===== config.mk =====
export PLATFORM = sky130hd
export DESIGN_NAME = stm_top
export DESIGN_NICKNAME = d
export VERILOG_FILES = /design/src/rtl/stm_pkg.sv /design/src/rtl/stm_prescale.sv /design/src/rtl/stm_top.sv
export SDC_FILE = /design/constraint.sdc
export NUM_CORES = 1
export LEC_CHECK = 0
export BUFFER_PORTS_ARGS = -buffer_cell sky130_fd_sc_hd__buf_2
export CELL_PAD_IN_SITES_DETAIL_PLACEMENT = 1
export CELL_PAD_IN_SITES_GLOBAL_PLACEMENT = 1
export CORE_MARGIN = 10
export CORE_UTILIZATION = 46
export DETAILED_ROUTE_END_ITERATION = 8
export GPL_ROUTABILITY_DRIVEN = 0
export HOLD_SLACK_MARGIN = 0.15
export PLACE_DENSITY = 0.93
export SLEW_MARGIN = 40
export SYNTH_ARGS = -nofsm -noshare
export SYNTH_HDL_FRONTEND = slang
export SYNTH_SLANG_ARGS = --single-unit

===== constraint.sdc =====
create_clock -name pclk -period 3.6 [get_ports pclk]
set_clock_uncertainty 0.15 [all_clocks]
set_input_delay 0.36 -clock pclk [delete_from_list [all_inputs] [get_ports pclk]]
set_output_delay 0.36 -clock pclk [all_outputs]
set_load 0.005 [all_outputs]

===== src/rtl/stm_pkg.sv =====
// constants and types shared by the split timer block
package stm_pkg;

  // ==========================================================
  // bus geometry
  localparam int unsigned ADDR_W = 12;            // apb byte address width
  localparam int unsigned DATA_W = 32;            // apb data width
  localparam int unsigned REG_W  = 8;             // width of every register

  // ==========================================================
  // register indices (byte address is four times the index)
  localparam logic [9:0] IDX_TCTRL = 10'h088;     // timer_control
  localparam logic [9:0] IDX_TMODE = 10'h089;     // timer_mode_config
  localparam logic [9:0] IDX_T0LO  = 10'h08A;     // timer_zero_low_byte
  localparam logic [9:0] IDX_T1LO  = 10'h08B;     // timer one low byte
  localparam logic [9:0] IDX_T0HI  = 10'h08C;     // timer_zero_high_byte
  localparam logic [9:0] IDX_T1HI  = 10'h08D;     // timer one high byte
  localparam logic [9:0] IDX_CKSEL = 10'h08E;     // clock_select_config

  // ==========================================================
  // reset values
  localparam logic [7:0] TCTRL_RST = 8'h00;
  localparam logic [7:0] TMODE_RST = 8'h00;
  localparam logic [7:0] CNT_RST   = 8'h00;
  localparam logic [7:0] CKSEL_RST = 8'h00;

  // ==========================================================
  // timer_control fields
  localparam int unsigned B_T1_FLAG = 7;          // timer_one_overflow_flag
  localparam int unsigned B_T1_RUN  = 6;          // timer_one_run
  localparam int unsigned B_T0_FLAG = 5;          // timer_zero_overflow_flag
  localparam int unsigned B_T0_RUN  = 4;          // timer_zero_run

  // timer_mode_config fields
  localparam int unsigned B_T1_GATE = 7;          // timer one gate enable
  localparam int unsigned B_T1_CSEL = 6;          // timer one count select
  localparam int unsigned B_T1_MODE = 4;          // low bit of mode pair
  localparam int unsigned B_T0_GATE = 3;          // timer_zero_gate_enable
  localparam int unsigned B_T0_CSEL = 2;          // timer_zero_count_select
  localparam int unsigned B_T0_MODE = 0;          // low bit of mode pair

  // clock_select_config fields (1 = undivided tick)
  localparam int unsigned B_T0_DIV1 = 0;
  localparam int unsigned B_T1_DIV1 = 1;

  // ==========================================================
  // timing
  localparam int unsigned PRESCALE  = 12;         // clocks per slow tick
  localparam logic [3:0]  PRE_LAST  = 4'(PRESCALE - 1);

  // ==========================================================
  // operating modes
  typedef enum logic [1:0] {
    STM_MODE_13BIT,
    STM_MODE_16BIT,
    STM_MODE_RELOAD,
    STM_MODE_SPLIT
  } stm_mode_t;

endpackage : stm_pkg


===== src/rtl/stm_prescale.sv =====
// divide-by-twelve tick generator for the timers
module stm_prescale
(
  // clock and reset
  input  wire logic pclk,
  input  wire logic presetn,
  // tick out
  output logic      tick_slow
);
  import stm_pkg::*;

  logic [3:0] cnt_q;                              // position in period

  // ==========================================================
  // counter wraps every PRESCALE clocks
  always_ff @(posedge pclk or negedge presetn)
  begin
    if (!presetn)
      cnt_q <= 4'h0;
    else if (cnt_q == PRE_LAST)
      cnt_q <= 4'h0;
    else
      cnt_q <= cnt_q + 4'h1;
  end

  // one pulse per period
  assign tick_slow = (cnt_q == PRE_LAST);

endmodule : stm_prescale


===== src/rtl/stm_top.sv =====
// timer zero/one pair with split mode, behind an apb slave
// How it works
// mode three splits timer zero in two
// low byte keeps timer zero's own controls
// low byte counts ticks or pin falls
// high byte counts ticks while timer_one_run
// high byte overflow sets timer one flag
// timer one holds in its own mode three
// split: timer one ignores pin, no flag
// timer one overflow still drives baud tick
// flags set by overflow, writable, cleared on ack
// tick is clock over one or twelve
// counter mode counts sampled pin falls
// run needs run bit and gate clear or pin high
module stm_top
(
  // clock and reset
  input  wire logic                   pclk,
  input  wire logic                   presetn,
  // apb slave
  input  wire logic                   psel,
  input  wire logic                   penable,
  input  wire logic                   pwrite,
  input  wire logic [stm_pkg::ADDR_W-1:0] paddr,
  input  wire logic [stm_pkg::DATA_W-1:0] pwdata,
  output logic      [stm_pkg::DATA_W-1:0] prdata,
  output logic                        pready,
  output logic                        pslverr,
  // port pins
  input  wire logic                   t0_count_pin,
  input  wire logic                   t1_count_pin,
  input  wire logic                   ext_irq_zero_pin,
  input  wire logic                   ext_irq_one_pin,
  // interrupt vector acknowledges
  input  wire logic                   t0_vector_ack,
  input  wire logic                   t1_vector_ack,
  // status out
  output logic                        timer_zero_overflow_flag,
  output logic                        timer_one_overflow_flag,
  output logic                        baud_tick
);
  import stm_pkg::*;

  // ==========================================================
  // registers
  logic [7:0] tctrl_q;                            // timer_control
  logic [7:0] tmode_q;                            // timer_mode_config
  logic [7:0] cksel_q;                            // clock_select_config
  logic [7:0] t0lo_q;                             // timer_zero_low_byte
  logic [7:0] t0hi_q;                             // timer_zero_high_byte
  logic [7:0] t1lo_q;                             // timer one low byte
  logic [7:0] t1hi_q;                             // timer one high byte
  logic       pin0_q;                             // last count pin zero
  logic       pin1_q;                             // last count pin one
  logic       baud_q;                             // baud pulse
  logic [DATA_W-1:0] rdata_q;                     // read data
  logic       ready_q;                            // access ready
  logic       err_q;                              // access error

  // ==========================================================
  // combinational controls
  logic       tick_slow;                          // divided tick
  logic       tick0, tick1;                       // per timer ticks
  logic       fall0, fall1;                       // pin falling edges
  logic       split;                              // timer zero in mode 3
  stm_mode_t  mode0, mode1;                       // decoded modes
  logic       run0, run1;                         // gated run terms
  logic       step0, step1, step0hi;              // increment strobes
  logic [16:0] nxt0, nxt1;                        // {ovf, hi, lo}
  logic       ovf0, ovf1, ovf0hi;                 // overflow events
  logic       set_f0, set_f1;                     // flag set requests
  logic       acc, wr;                            // access phase, write
  logic [2:0] sel;                                // decoded register

  // ==========================================================
  // decode a byte address to a register number, 0 = unmapped
  function automatic logic [2:0] reg_sel(input logic [ADDR_W-1:0] a);
    logic [9:0] idx;
    idx = a[ADDR_W-1:2];
    if (a[1:0] != 2'b00)
      reg_sel = 3'h0;
    else if (idx == IDX_TCTRL)
      reg_sel = 3'h1;
    else if (idx == IDX_TMODE)
      reg_sel = 3'h2;
    else if (idx == IDX_T0LO)
      reg_sel = 3'h3;
    else if (idx == IDX_T1LO)
      reg_sel = 3'h4;
    else if (idx == IDX_T0HI)
      reg_sel = 3'h5;
    else if (idx == IDX_T1HI)
      reg_sel = 3'h6;
    else if (idx == IDX_CKSEL)
      reg_sel = 3'h7;
    else
      reg_sel = 3'h0;
  endfunction : reg_sel

  // ==========================================================
  // one increment of a counter pair in modes 0 to 2;
  // the split low byte uses the plain 8-bit branch
  function automatic logic [16:0] timer_step(input stm_mode_t m,
                                             input logic [7:0] lo,
                                             input logic [7:0] hi);
    logic [12:0] c13;
    logic [15:0] c16;
    c13 = {hi, lo[4:0]} + 13'h0001;
    c16 = {hi, lo} + 16'h0001;
    case (m)
      STM_MODE_13BIT:
        // 13 bits, upper low-byte bits left alone
        timer_step = {&{hi, lo[4:0]}, c13[12:5], lo[7:5], c13[4:0]};
      STM_MODE_16BIT:
        timer_step = {&{hi, lo}, c16};
      STM_MODE_RELOAD:
        // wrap reloads low byte from high byte
        timer_step = {&lo, hi, (&lo) ? hi : lo + 8'h01};
      default:
        timer_step = {&lo, hi, lo + 8'h01};
    endcase
  endfunction : timer_step

  // ==========================================================
  // slow tick source
  stm_prescale u_prescale
  (
    .pclk      (pclk),
    .presetn   (presetn),
    .tick_slow (tick_slow)
  );

  // ==========================================================
  // run, source and overflow decisions
  always_comb
  begin
    mode0  = stm_mode_t'(tmode_q[B_T0_MODE +: 2]);
    mode1  = stm_mode_t'(tmode_q[B_T1_MODE +: 2]);
    split  = (mode0 == STM_MODE_SPLIT);
    // tick divider select
    tick0  = cksel_q[B_T0_DIV1] | tick_slow;
    tick1  = cksel_q[B_T1_DIV1] | tick_slow;
    // sampled falling edges
    fall0  = pin0_q & ~t0_count_pin;
    fall1  = pin1_q & ~t1_count_pin;
    // run and gate
    run0   = tctrl_q[B_T0_RUN] & (~tmode_q[B_T0_GATE] | ext_irq_zero_pin);
    run1   = tctrl_q[B_T1_RUN] & (~tmode_q[B_T1_GATE] | ext_irq_one_pin);
    // low byte keeps own controls
    step0  = run0 & (tmode_q[B_T0_CSEL] ? fall0 : tick0);
    // high byte: ticks only, gated by timer_one_run
    step0hi = split & tctrl_q[B_T1_RUN] & tick0;
    // timer one: held in own mode 3, no pin in split
    if (mode1 == STM_MODE_SPLIT)
      step1 = 1'b0;
    else if (split)
      step1 = tick1;
    else
      step1 = run1 & (tmode_q[B_T1_CSEL] ? fall1 : tick1);
    // split low byte steps as a lone 8-bit counter
    nxt0   = timer_step(mode0, t0lo_q, t0hi_q);
    nxt1   = timer_step(mode1, t1lo_q, t1hi_q);
    ovf0   = step0 & nxt0[16];
    ovf0hi = step0hi & (&t0hi_q);
    ovf1   = step1 & nxt1[16];
    // split: high byte owns timer one flag
    set_f0 = ovf0;
    set_f1 = split ? ovf0hi : ovf1;
    // apb access decode
    acc    = psel & penable & ready_q;
    wr     = acc & pwrite;
    sel    = reg_sel(paddr);
  end

  // ==========================================================
  // edge detector history
  always_ff @(posedge pclk or negedge presetn)
  begin
    if (!presetn)
    begin
      pin0_q <= 1'b1;
      pin1_q <= 1'b1;
    end
    else
    begin
      pin0_q <= t0_count_pin;
      pin1_q <= t1_count_pin;
    end
  end

  // ==========================================================
  // timer_control: run bits, flags, stored external bits
  always_ff @(posedge pclk or negedge presetn)
  begin
    if (!presetn)
      tctrl_q <= TCTRL_RST;
    else
    begin
      if (wr && sel == 3'h1)
        tctrl_q <= pwdata[7:0];
      // flags: hardware set beats write and ack
      if (set_f0)
        tctrl_q[B_T0_FLAG] <= 1'b1;
      else if (wr && sel == 3'h1)
        tctrl_q[B_T0_FLAG] <= pwdata[B_T0_FLAG];
      else if (t0_vector_ack)
        tctrl_q[B_T0_FLAG] <= 1'b0;
      // same for timer one flag
      if (set_f1)
        tctrl_q[B_T1_FLAG] <= 1'b1;
      else if (wr && sel == 3'h1)
        tctrl_q[B_T1_FLAG] <= pwdata[B_T1_FLAG];
      else if (t1_vector_ack)
        tctrl_q[B_T1_FLAG] <= 1'b0;
    end
  end

  // ==========================================================
  // mode and clock select configuration
  always_ff @(posedge pclk or negedge presetn)
  begin
    if (!presetn)
    begin
      tmode_q <= TMODE_RST;
      cksel_q <= CKSEL_RST;
    end
    else
    begin
      if (wr && sel == 3'h2)
        tmode_q <= pwdata[7:0];
      if (wr && sel == 3'h7)
        cksel_q <= pwdata[7:0];
    end
  end

  // ==========================================================
  // timer zero bytes; a software write wins over a count
  always_ff @(posedge pclk or negedge presetn)
  begin
    if (!presetn)
    begin
      t0lo_q <= CNT_RST;
      t0hi_q <= CNT_RST;
    end
    else
    begin
      if (wr && sel == 3'h3)
        t0lo_q <= pwdata[7:0];
      else if (step0)
        t0lo_q <= nxt0[7:0];
      if (wr && sel == 3'h5)
        t0hi_q <= pwdata[7:0];
      // split high byte counts on its own
      else if (step0hi)
        t0hi_q <= t0hi_q + 8'h01;
      else if (step0 && !split)
        t0hi_q <= nxt0[15:8];
    end
  end

  // ==========================================================
  // timer one bytes
  always_ff @(posedge pclk or negedge presetn)
  begin
    if (!presetn)
    begin
      t1lo_q <= CNT_RST;
      t1hi_q <= CNT_RST;
    end
    else
    begin
      if (wr && sel == 3'h4)
        t1lo_q <= pwdata[7:0];
      else if (step1)
        t1lo_q <= nxt1[7:0];
      if (wr && sel == 3'h6)
        t1hi_q <= pwdata[7:0];
      else if (step1)
        t1hi_q <= nxt1[15:8];
    end
  end

  // ==========================================================
  // baud pulse follows every timer one overflow
  always_ff @(posedge pclk or negedge presetn)
  begin
    if (!presetn)
      baud_q <= 1'b0;
    else
      baud_q <= ovf1;
  end

  // ==========================================================
  // apb answer: one wait-free access cycle after setup
  always_ff @(posedge pclk or negedge presetn)
  begin
    if (!presetn)
    begin
      ready_q <= 1'b0;
      err_q   <= 1'b0;
      rdata_q <= '0;
    end
    else
    begin
      ready_q <= psel & ~penable & ~ready_q;
      // error flop rises only together with ready
      err_q   <= psel & ~penable & ~ready_q & (sel == 3'h0);
      if (psel && !penable)
      begin
        // narrow register in low bits, rest reads zero
        case (sel)
          3'h1:    rdata_q <= {24'h000000, tctrl_q};
          3'h2:    rdata_q <= {24'h000000, tmode_q};
          3'h3:    rdata_q <= {24'h000000, t0lo_q};
          3'h4:    rdata_q <= {24'h000000, t1lo_q};
          3'h5:    rdata_q <= {24'h000000, t0hi_q};
          3'h6:    rdata_q <= {24'h000000, t1hi_q};
          3'h7:    rdata_q <= {24'h000000, cksel_q};
          default: rdata_q <= '0;
        endcase
      end
    end
  end

  // ==========================================================
  // outputs straight from flops
  assign prdata                   = rdata_q;
  assign pready                   = ready_q;
  assign pslverr                  = err_q;
  assign timer_zero_overflow_flag = tctrl_q[B_T0_FLAG];
  assign timer_one_overflow_flag  = tctrl_q[B_T1_FLAG];
  assign baud_tick                = baud_q;

endmodule : stm_top


==> results.sh <==
export IMPL_crit_path_max_fanout=8
export IMPL_setup_viol=0
export IMPL_finalHoldViolations=0
export IMPL_clock_latency_ns=0.37
export IMPL_yosys_warnings=0
export IMPL_grt_usage_pct=22.3
export IMPL_hold_class="input port to flip-flop"
export IMPL_final_common_cell="dfrtp_1"
export IMPL_end_kind="flip-flop"
export IMPL_dieArea_um2=15300
export IMPL_drv_cap=0
export IMPL_synth_top_family_by_area="compound AO/OA/AOI/OAI gates"
export IMPL_cts_path_max_buffers=2
export IMPL_synth_compound_area_share_pct=19.8
export IMPL_cts_buffers_inserted=9
export IMPL_ff2ff_setup_slack_ns=1.03
export IMPL_clkPwrFrac_pct=41.9
export IMPL_rsz0062_at_grt="no"
export IMPL_tritoncts="done"
export IMPL_report_final_slew_viol_count=0
export IMPL_synthCells=542
export IMPL_cts_htree_levels=3
export IMPL_slew_headroom_pct=46.5
export IMPL_yosys_area_share_simple_pct=19.2
export IMPL_cts_root_buf="clkbuf_8"
export IMPL_synthXorXnorAreaFrac_pct=4.08
export IMPL_ant_nets=0
export IMPL_grt_overflow=0
export IMPL_drc=0
export IMPL_die_height_um=124
export IMPL_antenna_found_initial=1
export IMPL_fmax_mhz=389
export IMPL_required_ns=3.68
export IMPL_layout_common_cells="dfrtp_1, nand2_1, o21ai_0"
export IMPL_grt_pass1_wl_um=26600
export IMPL_synth_top_area_share_pct=36.0
export IMPL_grt_pass1_vias=4876
export IMPL_seqPwrFrac_pct=51.0
export IMPL_crit_chain="ha_1, nand4_1, nor3b_4, nor2_1, mux2_2, a31oi_1, o21ai_0"
export IMPL_critPathBufInv=0
export IMPL_power_density_nw_per_um2=302
export IMPL_arrival_ns=2.65
export IMPL_drtIter0Drc=421
export IMPL_syn_area_um2=4930
export IMPL_fin_crit_sh_pct=71.4
export IMPL_fin_cells=711
export IMPL_nNetsFinal=629
export IMPL_internal_power_mw=1.21
export IMPL_row_count=37
export IMPL_ios=92
export IMPL_crit_type="flip-flop to flip-flop"
export IMPL_routed_wl_met2_um=7930
export IMPL_ir_worst_vdd_uv=135
export IMPL_ys_top_cells_by_area="dfrtp_1, mux2_2, o21ai_0, nand2_1, buf_4"
export IMPL_synth_cell_types=69
export IMPL_clk_pin_slew_worst_paths_ns=0.08
export IMPL_drive_above_1_share_pct=19.8
export IMPL_swShare_pct=24.9
export IMPL_syn_area_per_cell_um2=9.10
export IMPL_p_sw_uw=402
export IMPL_max_stage_delay_ns=0.50
export IMPL_ctsResizeCount=0
export IMPL_fin_tns_setup_ns=0
export IMPL_cellLeakagePower_nw=2.30
export IMPL_top_layer_used="met5"
export IMPL_synthAdderAreaFrac_pct=1.01
export IMPL_async_flop_share_pct=100
export IMPL_synth_top_area_cell="dfrtp_1"
export IMPL_drt_pre_antenna_iters=5
export IMPL_combPwrFrac_pct=7.1
export IMPL_synthMuxAreaShare_pct=11.6
export IMPL_crit_family="simple AND/OR/NAND/NOR gates"
export IMPL_status="finished clean"
export IMPL_cts_sink_count=73
export IMPL_place_inst=692
export IMPL_via_per_inst=6.49
export IMPL_coreArea_um2=10400
export IMPL_syn2layout_area_growth_pct=8.45
export IMPL_wl_per_cell_um=23.5
export IMPL_place_detailed_hpwl_um=12000
export IMPL_fin_crit_ns=2.57
export IMPL_synth_seq_area_share_pct=37.1
export IMPL_start_kind="flip-flop"
export IMPL_antenna_cells=0
export IMPL_synth_ff_latch_count=73
export IMPL_synth_main_ff_cell="dfrtp_1"
export IMPL_grt_max_degree=74
export IMPL_synth_enable_flop_cells=0
export IMPL_wl_met1_um=6620
export IMPL_start_util_pct=47.6
export IMPL_vias=4611
export IMPL_slowest_stage="dfrtp_1"
export IMPL_die_x_um=124
export IMPL_dr_wl_met3_um=1500
export IMPL_routed_wl_um=16700
export IMPL_tightest_slew_ns=0.799
export IMPL_post_cts_buffers=0
export IMPL_io_buffer_count=43
cell families after synthesis:
group / Yosys count
simple gates: 179
compound gates: 150
flops: 73
other cells: 1
fa+ha+maj: 4
buf+inv: 63
mux: 49
xor+xnor: 23
worst min-delay path, delay by kind of cell:
kind,cells,cell delay (ns)
buf+inv,1,0.15
compound gates,1,0.07
simple gates,1,0.07
final timing paths:
| path | from | endpoint | depth (start not counted) |
|---|---|---|---|
| min | pwdata[0] | t1lo_q[0]$_DFFE_PN0P_ | 3 |
| min in group asynchronous | presetn | t0hi_q[1]$_DFFE_PN0P_ | 2 |
| min reg2reg | pready$_DFF_PN0_ | pready$_DFF_PN0_ | 1 |
| max in group asynchronous | presetn | t0hi_q[5]$_DFFE_PN0P_ | 2 |
| max reg2reg | t0lo_q[0]$_DFFE_PN0P_ | t0lo_q[0]$_DFFE_PN0P_ | 7 |
| max | t0lo_q[0]$_DFFE_PN0P_ | t0lo_q[0]$_DFFE_PN0P_ | 7 |
metrics by stage:
step	setup WS [ns]	cell area, um2	total power [mW]	hold WS [ns]	utilization, %
after floorplan	1.56	5020	0.905	-0.0856	-
after global placement	1.05	5100	0.942	0.288	49.2
after detailed placement	0.899	5110	0.948	0.277	49.3
after CTS	1.06	5340	1.62	0.165	51.5
after global routing	0.853	5350	1.67	0.185	51.6
final	1.03	5350	1.62	0.162	51.6
cells in the mapped netlist, types with 3 or more instances:
cell / instances
mux2_2: 24
buf_4: 24
nand4_1: 14
o32ai_1: 3
clkbuf_1: 12
o211ai_1: 3
and4_1: 4
buf_2: 14
o31ai_1: 4
a21oi_1: 30
xnor2_1: 10
nor2_1: 35
a22o_1: 3
o22ai_1: 4
a211oi_1: 7
a31oi_1: 6
inv_1: 9
nand2_1: 61
a221oi_1: 11
dfrtp_1: 71
a22oi_1: 4
nor3_2: 3
or3_1: 4
o21ai_0: 48
xor2_1: 13
a21o_1: 6
nor3_1: 4
nand3_1: 18
ha_1: 4
or2_2: 5
nor2b_1: 5
nand2b_1: 5
mux2i_1: 16
mux2_4: 8
and3_1: 8
power by group through the flow:
stage | combinational (mW) | sequential [mW] | clock [mW]
2_1_floorplan | 0.0645 | 0.840 | 0
3_3_place_gp | 0.102 | 0.840 | 0
3_5_place_dp | 0.108 | 0.840 | 0
4_1_cts | 0.111 | 0.824 | 0.683
5_1_grt | 0.126 | 0.824 | 0.716
6_report | 0.115 | 0.824 | 0.678
metal layers:
metal / vias to the layer above / track usage (%)
li1: 1992 / -
met1: 2325 / 26.7
met2: 241 / 36.6
met3: 51 / 4.69
met4: 2 / 12.7
met5: - / 0
sequential cells by signal (all words and copies together), names as in the netlist, 4 cells and up:
register          flops
prdata                8
tctrl_q               8
t1hi_q                8
cksel_q               8
t0lo_q                8
t1lo_q                8
u_prescale.cnt_q      4
t0hi_q                8
tmode_q               8
cell type report:
class                   instances  area (um2)
repair buffers                 47         259
well taps                     136         170
clock inverters                 2        37.5
inverters                      10        37.5
flip-flops and latches         73        1830
multi-input cells             429        2850
clock buffers                  14         163
fillers                      1215        5020
timing repair:
item | 4_1_cts | 5_1_grt
setup endpoints to repair | 0 | 0
hold buffers | 3 | 0
endpoints found under the hold margin | 73 | 0
(Power assumes the default switching activity.)
